==> src/mdio_mmd_pkg.sv <==
// Constants, state codes and carrier types for the serial management port.
package mdio_mmd_pkg;

  // ==========================================================================
  // Register map and field layout
  // ==========================================================================
  localparam logic [4:0]  REG_ACCESS_CONTROL = 5'h0d;
  localparam logic [4:0]  REG_ADDR_OR_DATA   = 5'h0e;
  localparam logic [15:0] EXT_BLOCKED_LO     = 16'h000d;
  localparam logic [15:0] EXT_BLOCKED_HI     = 16'h000e;
  localparam logic [15:0] ACCESS_CTRL_RESET  = 16'h0000;
  localparam logic [15:0] POINTER_RESET      = 16'h0000;
  localparam logic [15:0] READ_ZERO          = 16'h0000;
  localparam logic [15:0] POINTER_STEP       = 16'h0001;
  localparam int          FN_HI              = 15;
  localparam int          FN_LO              = 14;
  localparam int          DEV_HI             = 4;
  localparam int          DEV_LO             = 0;
  localparam logic [4:0]  DEVICE_GENERAL     = 5'h1f;

  // ==========================================================================
  // Access functions of the access-control register
  // ==========================================================================
  localparam logic [1:0] FN_ADDRESS     = 2'h0;
  localparam logic [1:0] FN_DATA        = 2'h1;
  localparam logic [1:0] FN_DATA_INC_RW = 2'h2;
  localparam logic [1:0] FN_DATA_INC_WR = 2'h3;

  // ==========================================================================
  // Frame layout
  // ==========================================================================
  localparam logic [1:0] OP_READ     = 2'h2;
  localparam logic [1:0] OP_WRITE    = 2'h1;
  localparam logic [3:0] HEADER_LAST = 4'hb;
  localparam logic [3:0] TURN_LAST   = 4'h1;
  localparam logic [3:0] DATA_LAST   = 4'hf;
  localparam int         OP_HI       = 11;
  localparam int         OP_LO       = 10;
  localparam int         PHY_HI      = 9;
  localparam int         PHY_LO      = 5;
  localparam int         REG_HI      = 4;
  localparam int         REG_LO      = 0;
  localparam int         NARROW_BIT  = 4;

  // ==========================================================================
  // Timing
  // ==========================================================================
  localparam int         CLK_SYS_MHZ  = 10;
  localparam int         MDC_MAX_MHZ  = 25;
  localparam int         SYNC_STAGES  = 2;
  localparam logic [1:0] STRAP_SETTLE = 2'h2;

  typedef enum logic [4:0] {
    ST_IDLE   = 5'b00001,
    ST_START  = 5'b00010,
    ST_HEADER = 5'b00100,
    ST_TURN   = 5'b01000,
    ST_DATA   = 5'b10000
  } frame_state_t;

  // Request toward the register contents that live outside this block.
  typedef struct packed {
    logic        extended;
    logic [15:0] addr;
    logic [15:0] wdata;
    logic        wr;
    logic        rd;
  } usr_req_t;

endpackage : mdio_mmd_pkg

==> src/pin_sync.sv <==
// Two-stage synchroniser for pins that arrive from outside the clk_sys domain.
`timescale 1ns/100ps
module pin_sync #(
  parameter int WIDTH = 1
) (
  input  wire logic             clk_sys,
  input  wire logic             resetn,
  input  wire logic [WIDTH-1:0] pin_in,
  output logic      [WIDTH-1:0] pin_out
);

  logic [WIDTH-1:0] meta_q;

  // The first stage feeds only the second stage.
  always_ff @(posedge clk_sys or negedge resetn) begin
    if (!resetn) begin
      meta_q  <= '0;
      pin_out <= '0;
    end else begin
      meta_q  <= pin_in;
      pin_out <= meta_q;
    end
  end

endmodule : pin_sync

==> src/mdio_mmd_slave.sv <==
// Serial management port slave with indirect extended-space access path.
//
// Contract
// RL1 - Station clocks at most 25 MHz, may stop; slave needs no free clock. Here mdc is sampled by the 10 MHz clk_sys, so it must run far slower.
// RL2 - Receiver samples the data line on the rising clock edge.
// RL3 - Bus address caught from straps after reset; 4-bit, or 5-bit when wide.
// RL4 - Station leaves the bus idle for a clock after reset.
// RL5 - Register field picks one of 32 registers of 16 bits directly.
// RL6 - Each frame starts with a zero then a one after idle.
// RL7 - Frame: start, opcode 10 read or 01 write, addresses, turnaround, 16 data.
// RL8 - Nobody drives the first turnaround bit of a read.
// RL9 - Addressed slave drives zero in second turnaround bit, then 16 data bits.
// RL10 - On writes the station drives turnaround one-zero and data.
// RL11 - Indirect access to the access-control or address/data register is ignored.
// RL12 - Device select bits 4:0 must be 11111, else indirect accesses ignored.
// RL13 - Function bits 15:14: address, data, increment both, increment on writes.
// RL14 - Function address makes the address/data register reach the pointer.
// RL15 - Repeated writes with function address keep overwriting the pointer.
// RL16 - Function data reaches the pointed register, pointer kept.
// RL17 - Function increment-both bumps pointer after reads and writes.
// RL18 - Function increment-on-writes bumps pointer after writes only.
// RL19 - Station sets the pointer before extended accesses.
// RL20 - Station writes 001F, address, 401F, then data through address/data.
// RL21 - Station may skip pointer setup when pointer already right.
// RL22 - Data line driven only in second turnaround and data of own reads.
`timescale 1ns/100ps
module mdio_mmd_slave
  import mdio_mmd_pkg::*;
(
  input  wire logic       clk_sys,
  input  wire logic       resetn,
  input  wire logic       mdc,
  input  wire logic       mdio_i,
  output logic            mdio_o,
  output logic            mdio_oe,
  input  wire logic [4:0] bus_address_straps,
  input  wire logic       wide_address_strap,
  output logic [4:0]      bus_address,
  output logic            address_valid,
  output usr_req_t        usr_req,
  input  wire logic [15:0] usr_rdata
);

  // ==========================================================================
  // Pin synchronisation and clock edge detection
  // ==========================================================================
  logic [7:0]   pins_s;
  logic         mdc_s;
  logic         mdio_s;
  logic         wide_s;
  logic [4:0]   straps_s;
  logic         mdc_prev_q;
  logic         mdc_rise;
  logic         mdc_fall;

  pin_sync #(.WIDTH(8)) u_pin_sync (
    .clk_sys (clk_sys),
    .resetn  (resetn),
    .pin_in  ({mdc, mdio_i, wide_address_strap, bus_address_straps}),
    .pin_out (pins_s)
  );

  assign mdc_s    = pins_s[7];
  assign mdio_s   = pins_s[6];
  assign wide_s   = pins_s[5];
  assign straps_s = pins_s[4:0];

  // Edges are found by sampling, so a stopped clock simply produces none.
  assign mdc_rise = mdc_s & ~mdc_prev_q;   // see RL1 see RL2
  assign mdc_fall = ~mdc_s & mdc_prev_q;

  always_ff @(posedge clk_sys or negedge resetn) begin
    if (!resetn) mdc_prev_q <= 1'b0;
    else         mdc_prev_q <= mdc_s;
  end

  // ==========================================================================
  // Strap capture after reset release
  // ==========================================================================
  logic [1:0] settle_q;
  logic       wide_q;
  logic       strap_take;

  // Reset clears the synchroniser, so the straps reach straps_s only after two edges.
  assign strap_take = (settle_q == STRAP_SETTLE);

  always_ff @(posedge clk_sys or negedge resetn) begin
    if (!resetn) begin
      settle_q      <= 2'h0;
      bus_address   <= 5'h00;
      wide_q        <= 1'b0;
      address_valid <= 1'b0;
    end else if (!address_valid) begin
      settle_q <= settle_q + 2'h1;
      if (strap_take) begin
        bus_address   <= straps_s;   // see RL3
        wide_q        <= wide_s;
        address_valid <= 1'b1;
      end
    end
  end

  // ==========================================================================
  // Frame decode
  // ==========================================================================
  frame_state_t state_q;
  logic [3:0]   cnt_q;
  logic [11:0]  hdr_q;
  logic [15:0]  data_q;
  logic         hit_q;
  logic         rd_q;
  logic [11:0]  hdr_full;
  logic [15:0]  data_full;
  logic         hdr_done;
  logic         data_done;
  logic         op_ok;
  logic         phy_match;
  logic         hdr_is_rd;

  assign hdr_full  = {hdr_q[10:0], mdio_s};
  assign data_full = {data_q[14:0], mdio_s};
  assign hdr_done  = mdc_rise && (state_q == ST_HEADER) && (cnt_q == HEADER_LAST);
  assign data_done = mdc_rise && (state_q == ST_DATA) && (cnt_q == DATA_LAST);
  assign hdr_is_rd = (hdr_full[OP_HI:OP_LO] == OP_READ);
  assign op_ok     = hdr_is_rd || (hdr_full[OP_HI:OP_LO] == OP_WRITE);   // see RL7
  assign phy_match = address_valid &&
                     (wide_q ? (hdr_full[PHY_HI:PHY_LO] == bus_address)
                             : (hdr_full[PHY_HI:PHY_LO] ==
                                {1'b0, bus_address[NARROW_BIT-1:0]}));   // see RL3

  always_ff @(posedge clk_sys or negedge resetn) begin
    if (!resetn) begin
      state_q <= ST_IDLE;
      cnt_q   <= 4'h0;
      hdr_q   <= 12'h000;
      data_q  <= 16'h0000;
      hit_q   <= 1'b0;
      rd_q    <= 1'b0;
    end else if (mdc_rise) begin   // see RL2
      case (state_q)
        ST_IDLE: begin
          if (!mdio_s) state_q <= ST_START;   // see RL6
        end
        ST_START: begin
          state_q <= mdio_s ? ST_HEADER : ST_IDLE;   // see RL6
          cnt_q   <= 4'h0;
        end
        ST_HEADER: begin
          hdr_q <= hdr_full;
          cnt_q <= cnt_q + 4'h1;
          if (cnt_q == HEADER_LAST) begin
            state_q <= op_ok ? ST_TURN : ST_IDLE;
            cnt_q   <= 4'h0;
            hit_q   <= phy_match;
            rd_q    <= hdr_is_rd;
          end
        end
        ST_TURN: begin
          cnt_q <= cnt_q + 4'h1;
          if (cnt_q == TURN_LAST) begin
            state_q <= ST_DATA;
            cnt_q   <= 4'h0;
          end
        end
        ST_DATA: begin
          data_q <= data_full;
          cnt_q  <= cnt_q + 4'h1;
          if (cnt_q == DATA_LAST) begin
            state_q <= ST_IDLE;
            cnt_q   <= 4'h0;
          end
        end
        default: begin
          state_q <= ST_IDLE;
          cnt_q   <= 4'h0;
        end
      endcase
    end
  end

  // ==========================================================================
  // Access-control register, pointer and access decode
  // ==========================================================================
  logic [15:0] access_ctrl_q;
  logic [15:0] pointer_q;
  logic [4:0]  rd_reg;
  logic [4:0]  wr_reg;
  logic [1:0]  func;
  logic        dev_ok;
  logic        ptr_blocked;
  logic        rd_go;
  logic        wr_go;
  logic        rd_ctrl;
  logic        rd_indir;
  logic        wr_ctrl;
  logic        wr_indir;
  logic        rd_ext;
  logic        wr_ext;
  logic        rd_direct;
  logic        wr_direct;
  logic        wr_pointer;
  logic        inc_on_rd;
  logic        inc_on_wr;

  assign func        = access_ctrl_q[FN_HI:FN_LO];                          // see RL13
  assign dev_ok      = (access_ctrl_q[DEV_HI:DEV_LO] == DEVICE_GENERAL);    // see RL12
  assign ptr_blocked = (pointer_q == EXT_BLOCKED_LO) ||
                       (pointer_q == EXT_BLOCKED_HI);                       // see RL11
  assign rd_reg      = hdr_full[REG_HI:REG_LO];                             // see RL5
  assign wr_reg      = hdr_q[REG_HI:REG_LO];
  assign rd_go       = hdr_done && op_ok && phy_match && hdr_is_rd;
  assign wr_go       = data_done && hit_q && !rd_q;
  assign rd_ctrl     = rd_go && (rd_reg == REG_ACCESS_CONTROL);
  assign rd_indir    = rd_go && (rd_reg == REG_ADDR_OR_DATA);
  assign wr_ctrl     = wr_go && (wr_reg == REG_ACCESS_CONTROL);
  assign wr_indir    = wr_go && (wr_reg == REG_ADDR_OR_DATA);
  assign rd_direct   = rd_go && !rd_ctrl && !rd_indir;                      // see RL5
  assign wr_direct   = wr_go && !wr_ctrl && !wr_indir;
  assign rd_ext      = rd_indir && dev_ok && (func != FN_ADDRESS) && !ptr_blocked;
  assign wr_ext      = wr_indir && dev_ok && (func != FN_ADDRESS) && !ptr_blocked;
  assign wr_pointer  = wr_indir && dev_ok && (func == FN_ADDRESS);          // see RL15
  assign inc_on_rd   = rd_ext && (func == FN_DATA_INC_RW);                  // see RL17 see RL18
  assign inc_on_wr   = wr_ext && ((func == FN_DATA_INC_RW) ||
                                  (func == FN_DATA_INC_WR));                // see RL17 see RL18

  always_ff @(posedge clk_sys or negedge resetn) begin
    if (!resetn) begin
      access_ctrl_q <= ACCESS_CTRL_RESET;
      pointer_q     <= POINTER_RESET;
    end else begin
      if (wr_ctrl) access_ctrl_q <= data_full;
      if (wr_pointer) begin
        pointer_q <= data_full;   // see RL14
      end else if (inc_on_rd || inc_on_wr) begin
        pointer_q <= pointer_q + POINTER_STEP;   // see RL17 see RL18
      end
    end
  end

  // ==========================================================================
  // Requests toward the register contents and read data capture
  // ==========================================================================
  logic        fetch_q;
  logic [15:0] rdata_q;
  logic [15:0] local_rdata;

  // Reads that the slave answers itself; ignored indirect reads return zero.
  assign local_rdata = rd_ctrl                               ? access_ctrl_q :
                       (rd_indir && dev_ok && func == FN_ADDRESS) ? pointer_q :   // see RL14
                       READ_ZERO;                                                 // see RL11 see RL12

  always_ff @(posedge clk_sys or negedge resetn) begin
    if (!resetn) begin
      usr_req <= '0;
      fetch_q <= 1'b0;
      rdata_q <= 16'h0000;
    end else begin
      usr_req.rd <= rd_ext || rd_direct;
      usr_req.wr <= wr_ext || wr_direct;
      fetch_q    <= rd_ext || rd_direct;
      if (rd_ext || wr_ext) begin
        usr_req.extended <= 1'b1;
        usr_req.addr     <= pointer_q;   // see RL16
      end else if (rd_direct || wr_direct) begin
        usr_req.extended <= 1'b0;
        usr_req.addr     <= {11'h000, rd_direct ? rd_reg : wr_reg};
      end
      if (wr_ext || wr_direct) usr_req.wdata <= data_full;
      if (fetch_q) begin
        rdata_q <= usr_rdata;
      end else if (rd_go) begin
        rdata_q <= local_rdata;
      end
    end
  end

  // ==========================================================================
  // Data line drive
  // ==========================================================================
  logic       drive_turn;
  logic       drive_data;
  logic [3:0] bit_sel;

  assign drive_turn = (state_q == ST_TURN) && (cnt_q == TURN_LAST) && hit_q && rd_q;
  assign drive_data = (state_q == ST_DATA) && hit_q && rd_q;
  assign bit_sel    = DATA_LAST - cnt_q;

  // Output changes on the falling clock edge so the station samples it
  // stable on the next rising edge. The last rising edge of a frame
  // releases the line at once, in case the clock then stops high.
  always_ff @(posedge clk_sys or negedge resetn) begin
    if (!resetn) begin
      mdio_oe <= 1'b0;
      mdio_o  <= 1'b0;
    end else if (data_done || state_q == ST_IDLE) begin
      mdio_oe <= 1'b0;   // see RL22
      mdio_o  <= 1'b0;
    end else if (mdc_fall) begin
      mdio_oe <= drive_turn || drive_data;   // see RL8 see RL22
      mdio_o  <= drive_data ? rdata_q[bit_sel] : 1'b0;   // see RL9
    end
  end

endmodule : mdio_mmd_slave

==> config.mk <==
export PLATFORM = sky130hd
export DESIGN_NAME = mdio_mmd_slave
export DESIGN_NICKNAME = d
export VERILOG_FILES = /design/src/mdio_mmd_pkg.sv /design/src/pin_sync.sv /design/src/mdio_mmd_slave.sv
export SDC_FILE = /design/constraint.sdc
export NUM_CORES = 1
export LEC_CHECK = 0
export BUFFER_PORTS_ARGS = -buffer_cell sky130_fd_sc_hd__buf_2
export CAP_MARGIN = 40
export CORE_AREA = 5 5 104 154
export CTS_CLUSTER_DIAMETER = 50
export DETAILED_ROUTE_END_ITERATION = 10
export DIE_AREA = 0 0 109 159
export HOLD_SLACK_MARGIN = 0.08
export PLACE_DENSITY = 0.69
export REMOVE_ABC_BUFFERS = 1
export SLEW_MARGIN = 30
export SYNTH_ARGS = -nofsm -noshare
export SYNTH_HDL_FRONTEND = slang
export SYNTH_SLANG_ARGS = --single-unit
==> constraint.sdc <==
create_clock -name clk_sys -period 3.4 [get_ports clk_sys]
set_input_delay 0.17 -clock clk_sys [delete_from_list [all_inputs] [get_ports clk_sys]]
set_output_delay 0.17 -clock clk_sys [all_outputs]
set_load 0.05 [all_outputs]
# == After elaboration in Yosys (flattened, before gate mapping) ==
# Cells that the tools add are included.
# classes
n_eq_ne,26
n_lt_le_gt_ge,1
n_reduce_logical,61
n_bitwise,6
add_sub_neg,4
muxes,30
# ops
operator,n
16-bit 2-to-1 mux,6
17-bit 2-to-1 mux,2
1-bit logical AND,33
"16-bit by 4-bit equality test with 1-bit output, second input constant",2
"5-bit by 4-bit equality test with 1-bit output, second input constant",5
5-bit 2-to-1 mux,5
5-bit one-hot mux with 5 select lines,1
"16-bit by 1-bit adder with 16-bit output, second input constant",1
4-bit 2-to-1 mux,4
4-bit one-hot mux with 4 select lines,1
"5-bit equality test, second input constant",2
1-bit logical OR,10
2-bit nonzero test,5
1-bit 2-to-1 mux,9
"2-bit equality test, second input constant",4
"4-bit equality test, second input constant",2
2-bit AND reduction,4
1-bit logical NOT,6
"5-bit by 1-bit equality test with 1-bit output, second input constant",1
"5-bit by 2-bit equality test with 1-bit output, second input constant",1
"5-bit by 3-bit equality test with 1-bit output, second input constant",1
5-bit by 4-bit equality test with 1-bit output,1
5-bit equality test,1
"4-bit by 5-bit < comparator with 1-bit output, second input constant",1
14 further kinds,20
# totals
regBits,148
in_bits,26
output_inout_bits,43

# == Depth between registers and ports, before layout ==
# depth
word_depth,15
ltp_mapped,9
mapped_depth_nobuf,8

# == Hierarchy ==
# Synthesis repeated with hierarchy kept, for this count alone.
# unflattened
cells_unflattened,638
hier_area_um2,6777.8
# by_module_without_submodules
mod,cells_each,area_per_inst_um2,instances
mdio_mmd_slave,622,6377.4,1
pin_sync,16,400.4,1

# == Worst setup path after synthesis ==
# OpenSTA, ideal clock, no wires.
# synth_path
kind,register -> register
from,register bus_address[4]
to,register rdata_q[15]
stages_incl_launch_ff,9
setup_time_ns,0.134
required_time_ns,3.266
setup_slack_ns,0.924
arrival_ns,2.342
path_cell_list,dfrtp_1 -> and3_1 -> o211ai_1 -> or4_1 -> clkbuf_1 -> clkbuf_1 -> clkbuf_1 -> a221oi_1 -> o31ai_1
# synth_via
elab_chain_len,12
word_cells_on_any_way,14
# synth_lines
item,line_no,text
start: declaration,mdio_mmd_slave.sv:38,"output logic [4:0] bus_address,"
start signal: assignment,mdio_mmd_slave.sv:96,bus_address <= straps_s;
5-bit equality test (*),mdio_mmd_slave.sv:127,(wide_q ? (hdr_full[PHY_HI:PHY_LO] == bus_address)
1-bit 2-to-1 mux (*),mdio_mmd_slave.sv:127,
1-bit logical AND (*),mdio_mmd_slave.sv:126,assign phy_match = address_valid &&
1-bit logical AND (*) (2 in series),mdio_mmd_slave.sv:211,assign rd_go = hdr_done && op_ok && phy_match && hdr_is_rd;
1-bit logical AND,mdio_mmd_slave.sv:214,assign rd_indir = rd_go && (rd_reg == REG_ADDR_OR_DATA);
1-bit logical AND (2 in series),mdio_mmd_slave.sv:249,(rd_indir && dev_ok && func == FN_ADDRESS) ? pointer_q :
16-bit 2-to-1 mux,mdio_mmd_slave.sv:249,
16-bit 2-to-1 mux,mdio_mmd_slave.sv:248,assign local_rdata = rd_ctrl ? access_ctrl_q :
16-bit 2-to-1 mux,mdio_mmd_slave.sv:271,end else if (rd_go) begin
16-bit 2-to-1 mux,mdio_mmd_slave.sv:269,if (fetch_q) begin
end signal: assignment,mdio_mmd_slave.sv:270,rdata_q <= usr_rdata;
end signal: assignment,mdio_mmd_slave.sv:272,rdata_q <= local_rdata;
end: declaration,mdio_mmd_slave.sv:244,logic [15:0] rdata_q;
# Every way passes the cells marked *; elsewhere a longest branch is shown, timed or not. The select of a mux whose other input is x is not followed.
# A chain may end at the register's enable or synchronous reset.

# == Worst setup path after layout ==
# layout_path
from,register cnt_q[1]
to,register usr_req[24] (netlist bit)
# layout_via
elab_chain_len,11
word_cells_on_any_way,31
# layout_lines
item,line_no,text
start: declaration,mdio_mmd_slave.sv:107,logic [3:0] cnt_q;
start signal: assignment,mdio_mmd_slave.sv:150,cnt_q <= cnt_q + 4'h1;
start signal: assignment,mdio_mmd_slave.sv:159,cnt_q <= cnt_q + 4'h1;
start signal: assignment,mdio_mmd_slave.sv:167,cnt_q <= cnt_q + 4'h1;
4-bit equality test,mdio_mmd_slave.sv:122,assign hdr_done = mdc_rise && (state_q == ST_HEADER) && (cnt_q == HEADER_LAST);
1-bit logical AND,mdio_mmd_slave.sv:122,
1-bit logical AND (3 in series),mdio_mmd_slave.sv:211,
1-bit logical AND (on tied branches),"mdio_mmd_slave.sv:214, mdio_mmd_slave.sv:213",
1-bit logical AND or 1-bit logical NOT (tied branches),"mdio_mmd_slave.sv:219, mdio_mmd_slave.sv:217",
1-bit logical AND (on tied branches) (2 in series),"mdio_mmd_slave.sv:219, mdio_mmd_slave.sv:217",
1-bit logical OR (on tied branches),"mdio_mmd_slave.sv:261, mdio_mmd_slave.sv:264",
17-bit 2-to-1 mux or 2-bit nonzero test (tied branches),--,
end: declaration,mdio_mmd_slave.sv:40,"output usr_req_t usr_req,"
# Parallel ways exist; a longest one is shown, timed or not.

==> impl_metrics.ini <==
[placed_design]
dpl.hpwl_mm = 12.7
pre_cts_ws_ns = 0.587
portBuffers = 68
gp_congestion = 0.961
dpl_cell_area_mm2 = 0.00768

[logic_synthesis]
synth_top_family_by_area = simple AND/OR/NAND/NOR gates
synth_top_area_share_pct = 52.1
synthSimpleGateAreaFrac_pct = 15.7
synth-adder-area-share_pct = 1.24
async_flop_share_pct = 100
yosys_most_used_dff = dfrtp_1
avgSynthCellArea_um2 = 11.2
synth.area.mux_share_pct = 12.2
synth_area_mm2 = 0.00706
synth_edf_count = 0
ys_top_cells_by_area = dfrtp_1 (52%), mux2_2 (7.7%), nand2_1 (4.1%)
ys_seq_elements = 148
syn_inst = 633
synth-compound-area-share_pct = 14.4
yosys_warnings = 0
synthXorXnorAreaFrac_pct = 0.868
synth_seq_area_share_pct = 52.4
ys_types = 69
synth_area_leader_cell = dfrtp_1

[worst_setup_path]
crit_path_max_fanout = 18
crit_type = reg2reg
cp-end-kind = flop
worstPathRequired_ns = 3.70
crit_arrival_ns = 3.18
startpoint_type = flop

[clocking]
cts_resized = 0
postCtsSetupRepairBufs = 0
tritoncts = yes
cts_sinks = 148
cts.clk_slew.worst_paths_ns = 0.06
insertion_delay_ns = 0.42
numCtsBuffers = 17
htreeDepth = 4
clockBufferDepth = 2
cts_root_buf = clkbuf_16

[route]
drt_pass1_iterations = 5
drtIter0Drc = 397
via_count = 5565
ant_nets = 0
routedWlPerCell_um = 19.4
drcViolationCount = 0
viasPerCell = 5.94
wl_mm = 18.2

[final_layout]
nets = 761
antenna_cells = 0
design_area_mm2 = 0.00853
areaGrowthSynthToFinish_pct = 20.7
drive_gt1_share_pct = 27.1

[timing]
hold_viol_final = 0
fin_crit_sh_pct = 84.5
timing.slew.headroom_pct = 46.2
skew_ns = 0.00818
min_period_ns = 2.87
setup_violations = 0
drv_slew = 0
fmax_mhz = 348
worst_slack_ns = 0.528
rsz0062_at_grt = false
worst_pin_slew_ns = 0.804

[floorplanning]
num_rows = 54
start_util_pct = 48.6
fp.dieH_um = 159
core_mm2 = 0.0145
die_w_um = 109
ios = 69
dieArea_mm2 = 0.0173

[pwr]
p_seq_share_pct = 46.3
power.leakage_uw = 0.00388
p_int_uw = 3050
power.density_mw_per_mm2 = 471
combinationalPowerShare_pct = 6.3
p_sw_uw = 968
p_clk_share_pct = 47.4
swShare_pct = 24.1
power_uw = 4010
irDropWorstVdd_mv = 0.233

[global_routing]
grt_pass1_vias = 5811
antenna_found_initial = 0
overflow = 0
grt_usage_pct = 21.8
grt_pass1_wl_mm = 29.8
grt_max_degree = 61

[min_path]
hold_class = in2async

[outcome]
status = finished clean

[run]
cap_violations = 0
## cells in the mapped netlist, types with 12 or more instances
cell / number
nor2_1: 32
inv_1: 14
o21ai_0: 35
nand3_1: 19
nor3_1: 16
mux2_2: 48
a22o_1: 12
nand2_1: 78
clkbuf_1: 26
dfrtp_1: 147
## final timing paths
check / from / endpoint / slack, ns / cells after the start
worst max-delay path: cnt_q[1] / usr_req[24] / 0.53 / 8
worst min-delay path: resetn / settle_q[0] / 0.22 / 2
worst max register to register: cnt_q[1] / usr_req[24] / 0.53 / 8
worst min register to register: u_pin_sync.meta_q[4] / u_pin_sync.pin_out[4] / 0.35 / 0
max in group asynchronous: resetn / access_ctrl_q[7] / 2.55 / 3
min in group clk_sys: u_pin_sync.meta_q[4] / u_pin_sync.pin_out[4] / 0.35 / 0
## logic make-up after synthesis
kind of cell | count (synthesis)
flops | 148
mux | 69
xor+xnor | 7
compound gates | 137
simple gates | 214
buf+inv | 51
fa+ha+maj | 7
## per-stage QoR
stage          TNS [ns]  instances  utilization [%]  hold slack (ns)
6_report              0        937             58.7            0.224
4_1_cts               0        937             58.7            0.237
3_3_place_gp          0        878             52.6            0.277
3_5_place_dp          0        880             52.9            0.111
2_1_floorplan     -1.70        596                -           -0.126
5_1_grt               0        937             58.7            0.257
## registers in the layout, summed over array words and instances (netlist names)
register and count:
access_ctrl_q 16, address_valid 1, bus_address 5, cnt_q 4, data_q 15, fetch_q 1
hdr_q 11, hit_q 1, mdc_prev_q 1, mdio_o 1, mdio_oe 1, pointer_q 16
rd_q 1, rdata_q 16, settle_q 2, state_q 5, u_pin_sync.meta_q 8, u_pin_sync.pin_out 8
usr_req 34, wide_q 1
## layout by cell type, fill, tap and decap left out, drive strengths merged, types with 7 or more instances in the layout
master       instances
ha                   7
a22oi               10
dlygate4sd3         25
dfrtp              147
and3                 8
nor2b                7
nand2               80
o21ai               37
a21oi               10
mux2                57
a22o                12
mux2i                7
buf                 88
xnor2                7
o31ai               10
nor2                32
a221oi              10
nor3                18
o221ai               8
inv                 20
clkbuf              20
nand3               19
## critical path: stages (launching register included)
cell	delay, ns
dfrtp_1	0.49
ha_1	0.27
and3b_1	0.25
nand3b_1	0.16
or4_1	0.63
buf_4	0.26
o22ai_2	0.21
nor2_1	0.23
a22o_1	0.24
## power by group through the flow
stage	Clock (µW)	Sequential [µW]	Combinational, µW
2_1_floorplan	0	1890	121
3_3_place_gp	0	1880	218
3_5_place_dp	0	1890	232
4_1_cts	1940	1860	255
5_1_grt	2020	1860	283
6_report	1900	1860	255
## cell type report
type / count / area [µm²]
well taps: 196 / 245
multi-input cells: 434 / 3140
inverters: 14 / 52.6
clock inverters: 12 / 143
clock buffers: 20 / 457
fillers: 1175 / 6000
flip-flops and latches: 148 / 3700
repair buffers: 113 / 787
## per-layer routing
| layer | track usage [%] | wire, µm | up-vias |
|---|---|---|---|
| met3 | 4.75 | 977 | 71 |
| li1 | - | - | 2519 |
| met1 | 26.3 | 7100 | 2747 |
| met2 | 37.0 | 9360 | 228 |
| met5 | 0 | 0 | - |
| met4 | 9.59 | 726 | 0 |
## what timing repair did
item | in CTS | in global routing
hold buffers | 25 | 0
endpoints found under the hold margin | 170 | 0
setup endpoints to repair | 0 | 0
Power figures use the tool's default switching activity.
